### src/rtl/conv_ctrl_defines.vh
// Constants for the converter control block: register map, fields and timing.
`ifndef CONV_CTRL_DEFINES_VH
`define CONV_CTRL_DEFINES_VH
`define ADDR_SC          3'h0
`define ADDR_RES_HIGH    3'h1
`define ADDR_RES_LOW     3'h2
`define ADDR_CLK_CFG     3'h3
`define ADDR_BREAK_CTRL  3'h4
`define ADDR_STATUS      3'h5
`define SC_DONE_BIT      7
`define SC_IRQ_EN_BIT    6
`define SC_CONT_BIT      5
`define CH_OFF           5'h1F
`define CH_VREF_HIGH     5'h1D
`define CH_VREF_LOW      5'h1E
`define CH_PORT_B_LAST   5'h07
`define SC_RESET         8'h1F
`define CLK_RESET        8'h00
`define CLK_LSMP_BIT     4
`define CLK_MODE_LSB     2
`define CLK_ICLK_BIT     0
`define CLK_ASYNC_CLOCK_ENABLE_BIT   7
`define MODE_10BIT       2'h1
`define SHORT_SAMPLE_HALF 8'h07
`define LONG_SAMPLE_HALF  8'h2F
`define CONVERT_CYCLES   8'h0A
`endif

### src/rtl/conv_clock_div.v
// Conversion clock enable generator: one pulse every 1, 2, 4 or 8 input clocks.
`timescale 1ns/100ps
module conv_clock_div (
  input  wire       ref_clk_i,
  input  wire       nrst_i,
  input  wire [1:0] div_sel_i,
  input  wire       run_i,
  output reg        tick_o
);
  reg  [2:0] cnt_q;
  wire [2:0] limit;

  // Divider limit is the divide ratio minus one.
  assign limit = (3'h1 << div_sel_i) - 3'h1;

  // The counter rests while idle so every conversion starts phase aligned.
  always @(posedge ref_clk_i) begin
    if (!nrst_i || !run_i) begin
      cnt_q  <= 3'h0;
      tick_o <= 1'b0;
    end else if (cnt_q >= limit) begin
      cnt_q  <= 3'h0;
      tick_o <= 1'b1;
    end else begin
      cnt_q  <= cnt_q + 3'h1;
      tick_o <= 1'b0;
    end
  end
endmodule

### src/rtl/conv_ctrl.v
// Converter control: registers, start and stop logic, result capture and flags.
// Register map, by index on addr_i:
//   0 status and control: bit 7 done (read only), 6 irq enable, 5 continuous, 4:0 channel.
//   1 result high: the two upper result bits in 10-bit mode, zero in 8-bit mode.
//   2 result low: result bits 7:0 in 10-bit mode, bits 9:2 in 8-bit mode.
//   3 clock config: 7 async enable, 6:5 divider, 4 long sample, 3:2 mode, 0 input clock.
//   4 break control: bit 0 lets software clear status bits during a break.
//   5 status: 0 busy, 1 continuous active, 2 halted by stop entry.
// Unmapped reads return zero and unmapped writes are dropped.
//
// Timing, counted from the edge that takes a control write:
//   that same edge aborts the sequencer, loads the channel and arms the start strobe;
//   the start strobe and the new channel stand in the cycle after the write;
//   the sample phase follows one cycle later, while core power rises with the start strobe;
//   the done pulse of the core is followed two edges later by the flag and result update.
// Read data stand in the single cycle after the read strobe and are zero otherwise.
//
// Limitations:
//   The sample phase is counted in whole conversion ticks, so the trailing half cycle
//   is rounded up to the next tick.
//   A clock register write in the cycle after a control write drops that conversion,
//   since its abort reaches the sequencer together with the start strobe.
//   The conversion phase ends on the done of the core only; there is no timer here
//   that would catch a core that never answers.
//   Break and stop come from other clock regions and pass two flops, so they take
//   effect two reference clocks after the pin changes.
`timescale 1ns/100ps
`include "conv_ctrl_defines.vh"
module conv_ctrl (
  input  wire       ref_clk_i,
  input  wire       nrst_i,
  input  wire [2:0] addr_i,
  input  wire [7:0] wdata_i,
  input  wire       wr_i,
  input  wire       rd_i,
  output reg  [7:0] rdata_o,
  input  wire       break_i,
  input  wire       stop_mode_i,
  input  wire       core_done_i,
  input  wire [9:0] core_result_i,
  output wire       core_start_o,
  output wire       core_sample_o,
  output wire       core_power_o,
  output reg  [4:0] core_channel_o,
  output reg        pad_connect_o,
  output wire       clk_select_o,
  output wire       async_clk_run_o,
  output wire       irq_o
);
  reg  [7:0] sc_q;
  reg  [7:0] clk_cfg_q;
  reg        break_clear_enable_q;
  reg        done_q;
  reg        irq_q;
  reg        cont_q;
  reg        hold_q;
  reg        stop_halt_q;
  reg  [9:0] result_q;
  reg  [9:0] core_res_q;
  wire [4:0] ch_next;
  reg        brk_s1_q;
  reg        brk_s2_q;
  reg        stp_s1_q;
  reg        stp_s2_q;
  reg        stp_prev_q;
  reg        start_q;
  wire       busy;
  wire       seq_done;
  wire       tick;
  wire       sc_wr;
  wire       clk_wr;
  wire       rd_low;
  wire       rd_high;
  wire       stop_entry;
  wire       abort;
  wire       flag_clr_ok;
  wire       mode10;
  wire       async_en;

  // Channel all ones means converter off.
  function ch_is_off;
    input [4:0] ch;
    begin
      ch_is_off = (ch == `CH_OFF);
    end
  endfunction

  // Reserved codes give an undefined result; the core is simply asked anyway.
  function ch_is_pad;
    input [4:0] ch;
    begin
      ch_is_pad = (ch <= `CH_PORT_B_LAST);
    end
  endfunction

  assign sc_wr    = wr_i && (addr_i == `ADDR_SC);
  assign clk_wr   = wr_i && (addr_i == `ADDR_CLK_CFG);
  assign rd_low   = rd_i && (addr_i == `ADDR_RES_LOW);
  assign rd_high  = rd_i && (addr_i == `ADDR_RES_HIGH);
  assign mode10   = (clk_cfg_q[`CLK_MODE_LSB+1:`CLK_MODE_LSB] == `MODE_10BIT);
  assign async_en = clk_cfg_q[`CLK_ASYNC_CLOCK_ENABLE_BIT];

  // Break and stop requests come from other logic on pins, so they are synchronised.
  always @(posedge ref_clk_i) begin
    if (!nrst_i) begin
      brk_s1_q   <= 1'b0;
      brk_s2_q   <= 1'b0;
      stp_s1_q   <= 1'b0;
      stp_s2_q   <= 1'b0;
      stp_prev_q <= 1'b0;
    end else begin
      brk_s1_q   <= break_i;
      brk_s2_q   <= brk_s1_q;
      stp_s1_q   <= stop_mode_i;
      stp_s2_q   <= stp_s1_q;
      stp_prev_q <= stp_s2_q;
    end
  end

  // Stop entry ends conversions only while the async clock is off.
  assign stop_entry  = stp_s2_q && !stp_prev_q && !async_en;
  // Status bits may only be cleared outside break, or in break when allowed.
  assign flag_clr_ok = !brk_s2_q || break_clear_enable_q;
  // Writes to the control or clock register, or stop entry, halt all activity.
  assign abort = sc_wr || clk_wr || stop_entry;

  // Register storage; the done bit inside sc_q is not stored, it reads from done_q.
  always @(posedge ref_clk_i) begin
    if (!nrst_i) begin
      sc_q      <= `SC_RESET;
      clk_cfg_q <= `CLK_RESET;
      break_clear_enable_q    <= 1'b0;
    end else begin
      if (sc_wr) begin
        sc_q <= {1'b0, wdata_i[6:0]};
      end
      if (clk_wr) begin
        clk_cfg_q <= wdata_i;
      end
      if (wr_i && (addr_i == `ADDR_BREAK_CTRL)) begin
        break_clear_enable_q <= wdata_i[0];
      end
    end
  end

  // Start decision: every control write with a live channel starts one conversion.
  // Continuous mode restarts after each completion; stop halt waits for a new write.
  always @(posedge ref_clk_i) begin
    if (!nrst_i) begin
      start_q     <= 1'b0;
      cont_q      <= 1'b0;
      stop_halt_q <= 1'b0;
    end else begin
      start_q <= 1'b0;
      if (sc_wr) begin
        stop_halt_q <= 1'b0;
        cont_q  <= wdata_i[`SC_CONT_BIT] && !ch_is_off(wdata_i[4:0]);
        start_q <= !ch_is_off(wdata_i[4:0]);
      end else if (clk_wr) begin
        cont_q <= 1'b0;
      end else if (stop_entry) begin
        cont_q      <= 1'b0;
        stop_halt_q <= 1'b1;
      end else if (seq_done && cont_q && !stop_halt_q) begin
        start_q <= 1'b1;
      end
    end
  end

  assign core_start_o = start_q;
  // Powered only while converting, so low power returns by itself at the end.
  assign core_power_o = busy || start_q;

  // The channel takes the written value at once, so it stands beside the start strobe.
  assign ch_next = sc_wr ? wdata_i[4:0] : sc_q[4:0];

  // Channel and pad isolation; the core must never start on the previous channel.
  always @(posedge ref_clk_i) begin
    if (!nrst_i) begin
      core_channel_o <= `CH_OFF;
      pad_connect_o  <= 1'b0;
    end else begin
      core_channel_o <= ch_next;
      pad_connect_o  <= ch_is_pad(ch_next) && !ch_is_off(ch_next);
    end
  end

  // Result capture with the high/low read interlock of 10-bit mode.
  always @(posedge ref_clk_i) begin
    if (!nrst_i) begin
      result_q   <= 10'h000;
      core_res_q <= 10'h000;
      hold_q     <= 1'b0;
    end else begin
      // The core shows its word only in its done cycle, one cycle before the sequencer
      // reports completion, so the word is caught here first.
      if (core_done_i) begin
        core_res_q <= core_result_i;
      end
      if (seq_done && !hold_q) begin
        result_q <= core_res_q;
      end
      if (rd_high && mode10) begin
        hold_q <= 1'b1;
      end else if (rd_low || !mode10) begin
        hold_q <= 1'b0;
      end
    end
  end

  // Done flag and interrupt: a completion in the clearing cycle wins.
  always @(posedge ref_clk_i) begin
    if (!nrst_i) begin
      done_q <= 1'b0;
      irq_q  <= 1'b0;
    end else begin
      if (seq_done) begin
        done_q <= 1'b1;
      end else if ((sc_wr || rd_low) && flag_clr_ok) begin
        done_q <= 1'b0;
      end
      if (seq_done && sc_q[`SC_IRQ_EN_BIT]) begin
        irq_q <= 1'b1;
      end else if ((sc_wr || rd_low || rd_high) && flag_clr_ok) begin
        irq_q <= 1'b0;
      end
    end
  end

  assign irq_o           = irq_q;
  assign clk_select_o    = clk_cfg_q[`CLK_ICLK_BIT];
  assign async_clk_run_o = async_en && busy;

  // Read data one cycle after the strobe; unmapped addresses read zero.
  always @(posedge ref_clk_i) begin
    if (!nrst_i) begin
      rdata_o <= 8'h00;
    end else if (rd_i) begin
      case (addr_i)
        `ADDR_SC:         rdata_o <= {done_q, sc_q[6:0]};
        `ADDR_RES_HIGH:   rdata_o <= mode10 ? {6'h00, result_q[9:8]} : 8'h00;
        `ADDR_RES_LOW:    rdata_o <= mode10 ? result_q[7:0] : result_q[9:2];
        `ADDR_CLK_CFG:    rdata_o <= clk_cfg_q;
        `ADDR_BREAK_CTRL: rdata_o <= {7'h00, break_clear_enable_q};
        `ADDR_STATUS:     rdata_o <= {5'h00, stop_halt_q, cont_q, busy};
        default:          rdata_o <= 8'h00;
      endcase
    end else begin
      rdata_o <= 8'h00;
    end
  end

  conv_clock_div u_div (
    .ref_clk_i (ref_clk_i),
    .nrst_i    (nrst_i),
    .div_sel_i (clk_cfg_q[6:5]),
    .run_i     (busy),
    .tick_o    (tick)
  );

  conv_sequencer u_seq (
    .ref_clk_i     (ref_clk_i),
    .nrst_i        (nrst_i),
    .start_i       (start_q),
    .abort_i       (abort),
    .tick_i        (tick),
    .long_sample_i (clk_cfg_q[`CLK_LSMP_BIT]),
    .core_done_i   (core_done_i),
    .core_sample_o (core_sample_o),
    .busy_o        (busy),
    .done_o        (seq_done)
  );
endmodule

### src/rtl/conv_sequencer.v
// Conversion sequencer: sample phase counted in half ticks, then conversion phase ended by the core's done.
`timescale 1ns/100ps
`include "conv_ctrl_defines.vh"
module conv_sequencer (
  input  wire ref_clk_i,
  input  wire nrst_i,
  input  wire start_i,
  input  wire abort_i,
  input  wire tick_i,
  input  wire long_sample_i,
  input  wire core_done_i,
  output reg  core_sample_o,
  output reg  busy_o,
  output reg  done_o
);
  localparam S_IDLE = 2'h0;
  localparam S_SAMP = 2'h1;
  localparam S_CONV = 2'h2;
  reg [1:0] state_q;
  reg [7:0] cnt_q;

  // Sample length is 3.5 or 23.5 conversion clocks; counted as half-cycle units.
  always @(posedge ref_clk_i) begin
    done_o <= 1'b0;
    if (!nrst_i || abort_i) begin
      state_q       <= S_IDLE;
      cnt_q         <= 8'h00;
      core_sample_o <= 1'b0;
      busy_o        <= 1'b0;
    end else begin
      case (state_q)
        S_IDLE: begin
          if (start_i) begin
            state_q       <= S_SAMP;
            busy_o        <= 1'b1;
            core_sample_o <= 1'b1;
            cnt_q <= long_sample_i ? `LONG_SAMPLE_HALF : `SHORT_SAMPLE_HALF;
          end
        end
        S_SAMP: begin
          if (tick_i) begin
            if (cnt_q <= 8'h02) begin
              state_q       <= S_CONV;
              core_sample_o <= 1'b0;
              cnt_q         <= `CONVERT_CYCLES;
            end else begin
              cnt_q <= cnt_q - 8'h02;
            end
          end
        end
        S_CONV: begin
          if (core_done_i) begin
            state_q <= S_IDLE;
            busy_o  <= 1'b0;
            done_o  <= 1'b1;
          end
        end
        default: state_q <= S_IDLE;
      endcase
    end
  end
endmodule
### config.mk
export PLATFORM = sky130hd
export DESIGN_NAME = conv_ctrl
export DESIGN_NICKNAME = d
export VERILOG_FILES = /design/src/rtl/conv_clock_div.v /design/src/rtl/conv_ctrl.v /design/src/rtl/conv_sequencer.v
export VERILOG_INCLUDE_DIRS = /design/src /design/src/rtl
export SDC_FILE = /design/constraint.sdc
export NUM_CORES = 1
export LEC_CHECK = 0
export BUFFER_PORTS_ARGS = -buffer_cell sky130_fd_sc_hd__buf_4
export CORE_MARGIN = 2
export CORE_UTILIZATION = 61
export CTS_CLUSTER_SIZE = 10
export DETAILED_ROUTE_END_ITERATION = 8
export PLACE_DENSITY = 0.95
export REMOVE_ABC_BUFFERS = 1
export SYNTH_ARGS = -nofsm -noshare
export SYNTH_HDL_FRONTEND = slang
export SYNTH_SLANG_ARGS = --single-unit
### constraint.sdc
create_clock -name ref_clk_i -period 4.35 [get_ports ref_clk_i]
set_input_delay 0.435 -clock ref_clk_i [delete_from_list [all_inputs] [get_ports ref_clk_i]]
set_output_delay 0.435 -clock ref_clk_i [all_outputs]
set_load 0.005 [all_outputs]
==> results.json <==
{
  "arrival_ps": 2160,
  "drive_above_1_share": 0.196,
  "num_rows": 26,
  "drtIter0Drc": 282,
  "synth_most_common_cell": "dfxtp_1",
  "cts_max_path_buffers": 2,
  "synth_top_area_share": 0.471,
  "globalplace.congestion": 0.904,
  "antenna_found_initial": 0,
  "die_area_um2": 5970,
  "synth_edf_count": 0,
  "synth_area_leaders": "dfxtp_1 47%, nand2_1 6.9%, mux2i_1 5.8%",
  "yosys.area.top_type": "dfxtp_1",
  "hold_viol_final": 0,
  "fin_skew_ps": 10.1,
  "route.vias.total": 2872,
  "final_antenna_net_count": 0,
  "finalSetupTns_ps": 0,
  "period_minus_slack_ps": 1910,
  "maxSlewViolCount": 0,
  "hp-class": "input pin to flop",
  "fin_ws_ps": 2440,
  "multi_input_area_um2": 1610,
  "grt_pass1_wl_mm": 13.0,
  "critPathCaptureType": "flop",
  "power_density_nw_per_um2": 373,
  "vias_per_cell": 6.01,
  "grt_max_degree": 36,
  "async_flop_share": 0,
  "clkTransAtPathRegs_ps": 80,
  "synth_common_cells": "77 x dfxtp_1, 60 x nand2_1, 35 x a21oi_1",
  "crit_family": "simple AND/OR/NAND/NOR gates",
  "leakagePower_nw": 1.56,
  "postCtsSetupBuffers": 0,
  "critPathKind": "flop to flop",
  "wl_mm": 7.92,
  "drv_cap": 0,
  "antenna_cells": 0,
  "cts_sinks": 77,
  "fin_crit_sh": 0.438,
  "root_buffer": "clkbuf_8",
  "nets": 436,
  "synth-xor-area-share": 0.00535,
  "synthMuxAreaShare": 0.0615,
  "crit_chain": "inv_1 > ha_1 > nor4b_1 > nor2b_1 > a21oi_1 > a311oi_1",
  "pre_cts_slack_ps": 2210,
  "fp.dieW_um": 77.3,
  "hold_buffers": 0,
  "worst_pin_slew_ps": 947,
  "ioPinCount": 48,
  "total_power_w": 0.00143,
  "synth_top_family_by_area": "simple AND/OR/NAND/NOR gates",
  "die_height_um": 77.3,
  "required_ps": 4600,
  "drt-pass1-iter-count": 7,
  "cp_slowest_stage_delay_ps": 430,
  "slew_headroom": 0.365,
  "ys.flop_type": "dfxtp_1",
  "cts_tree": "done",
  "drc": 0,
  "synth_fa_ha_area_frac": 0.0191,
  "htree_levels": 3,
  "syn_area_per_cell_um2": 9.05,
  "layout.cells.non_filler": 478,
  "fmax_mhz": 525,
  "core_area_um2": 5140,
  "start_util": 0.637,
  "cts_buffers": 9,
  "synth-simple-area-share": 0.232,
  "rsz0062_at_grt": "no",
  "dp_hpwl_mm": 5.34,
  "avgRoutedWirePerCell_um": 16.6,
  "seqCellArea_um2": 1540,
  "grt_usage": 0.276,
  "timing.critical_path.buf_inv": 1,
  "vdd_drop_max_mv": 0.255,
  "grt_overflow": 0,
  "dp.cells": 462,
  "yosysWarnings": 0,
  "cpMaxStageDelayCell": "nor4b_1",
  "startpoint_type": "flop",
  "yosys_register_bits": 77,
  "fillers": 363,
  "finalSetupViolCount": 0,
  "synthDistinctLibCells": 57,
  "synth_compound_area_frac": 0.174,
  "insertion_delay_ps": 370,
  "grt_pass1_vias": 2743,
  "synthCells": 362,
  "synth_area_um2": 3280,
  "syn_to_final_growth_pct": 17.4,
  "critPathMaxFanout": 6,
  "status": "completed",
  "io_buffers": 47,
  "yosysSeqAreaShare": 0.471,
  "cts.repair.resized": 0
}
-- cell usage in the layout (no fill, tap or decap), drive strengths merged, types with 2 or more instances in the layout --
cell type  Yosys  layout
dfxtp         77      77
and2          15      15
nand3         10      10
a22oi          9       9
clkbuf         3       9
xor2           2       2
nand2b         7       7
o22a           2       2
and3           4       4
nor3b          2       2
o21ai          6       6
ha             5       5
o21a           3       3
o211ai         2       2
inv            7       8
clkinv         1       4
bufinv         0       2
nor4b          2       2
buf           14      47
nor2          23      23
nand3b         3       3
nor3           2       2
a211oi         3       3
o22ai          7       7
a21oi         36      36
nand4          3       3
a31oi          7       7
nand2         61      61
mux2i         19      19
or2            3       3
nor2b          7       7
-- where the power goes --
| group | switching [W] | internal [W] | leakage [nW] |
|---|---|---|---|
| registers | 0.00000963 | 0.000720 | 0.625 |
| logic | 0.0000555 | 0.0000448 | 0.826 |
| clock network | 0.000280 | 0.000326 | 0.110 |
-- state kept, by name, indices dropped and copies added (netlist names), 2 cells and up --
signal          cells
u_seq.state_q       2
result_q           10
core_channel_o      5
u_seq.cnt_q         8
rdata_o             8
sc_q                7
core_res_q         10
clk_cfg_q           8
u_div.cnt_q         3
-- final timing paths --
kind | start | end | slack, ps | cells past startpoint
max | u_seq.cnt_q[1] | u_seq.cnt_q[7] | 2440 | 6
min | break_i | brk_s1_q | 280 | 2
max reg2reg | u_seq.cnt_q[1] | u_seq.cnt_q[7] | 2440 | 6
min reg2reg | brk_s1_q | brk_s2_q | 440 | 1
-- per-stage QoR --
step	utilization	area, um2	hold WS, ps
after floorplan	-	3180	412
after global placement	0.705	3620	420
after detailed placement	0.705	3620	423
after CTS	0.748	3840	287
after global routing	0.748	3840	298
final	0.748	3840	283
-- metal layers --
metal	routed length (um)	global-route usage	vias up
met3	623	0.0694	18
met2	3850	0.441	158
met1	3280	0.351	1342
met4	169	0.130	0
met5	0	0	-
li1	-	-	1354
-- area by class of cell --
cell class | count | share of cell area
tap | 70 | 0.0228
multi-input combinational | 260 | 0.419
clock inverter | 7 | 0.0257
clock buffer | 9 | 0.0322
inverter | 8 | 0.00781
timing repair buffer | 47 | 0.0918
sequential | 77 | 0.401
-- cell families (layout without fill, tap and decap cells) --
kind of cell / Yosys count / in the layout
buffers and inverters: 25 / 71
AOI/OAI and AO/OA: 85 / 85
xor gates and xnor gates: 2 / 2
adders and majority gates: 5 / 5
DFF: 77 / 77
muxes: 20 / 20
and+or+nand+nor: 148 / 148
(Power assumes the default switching activity.)
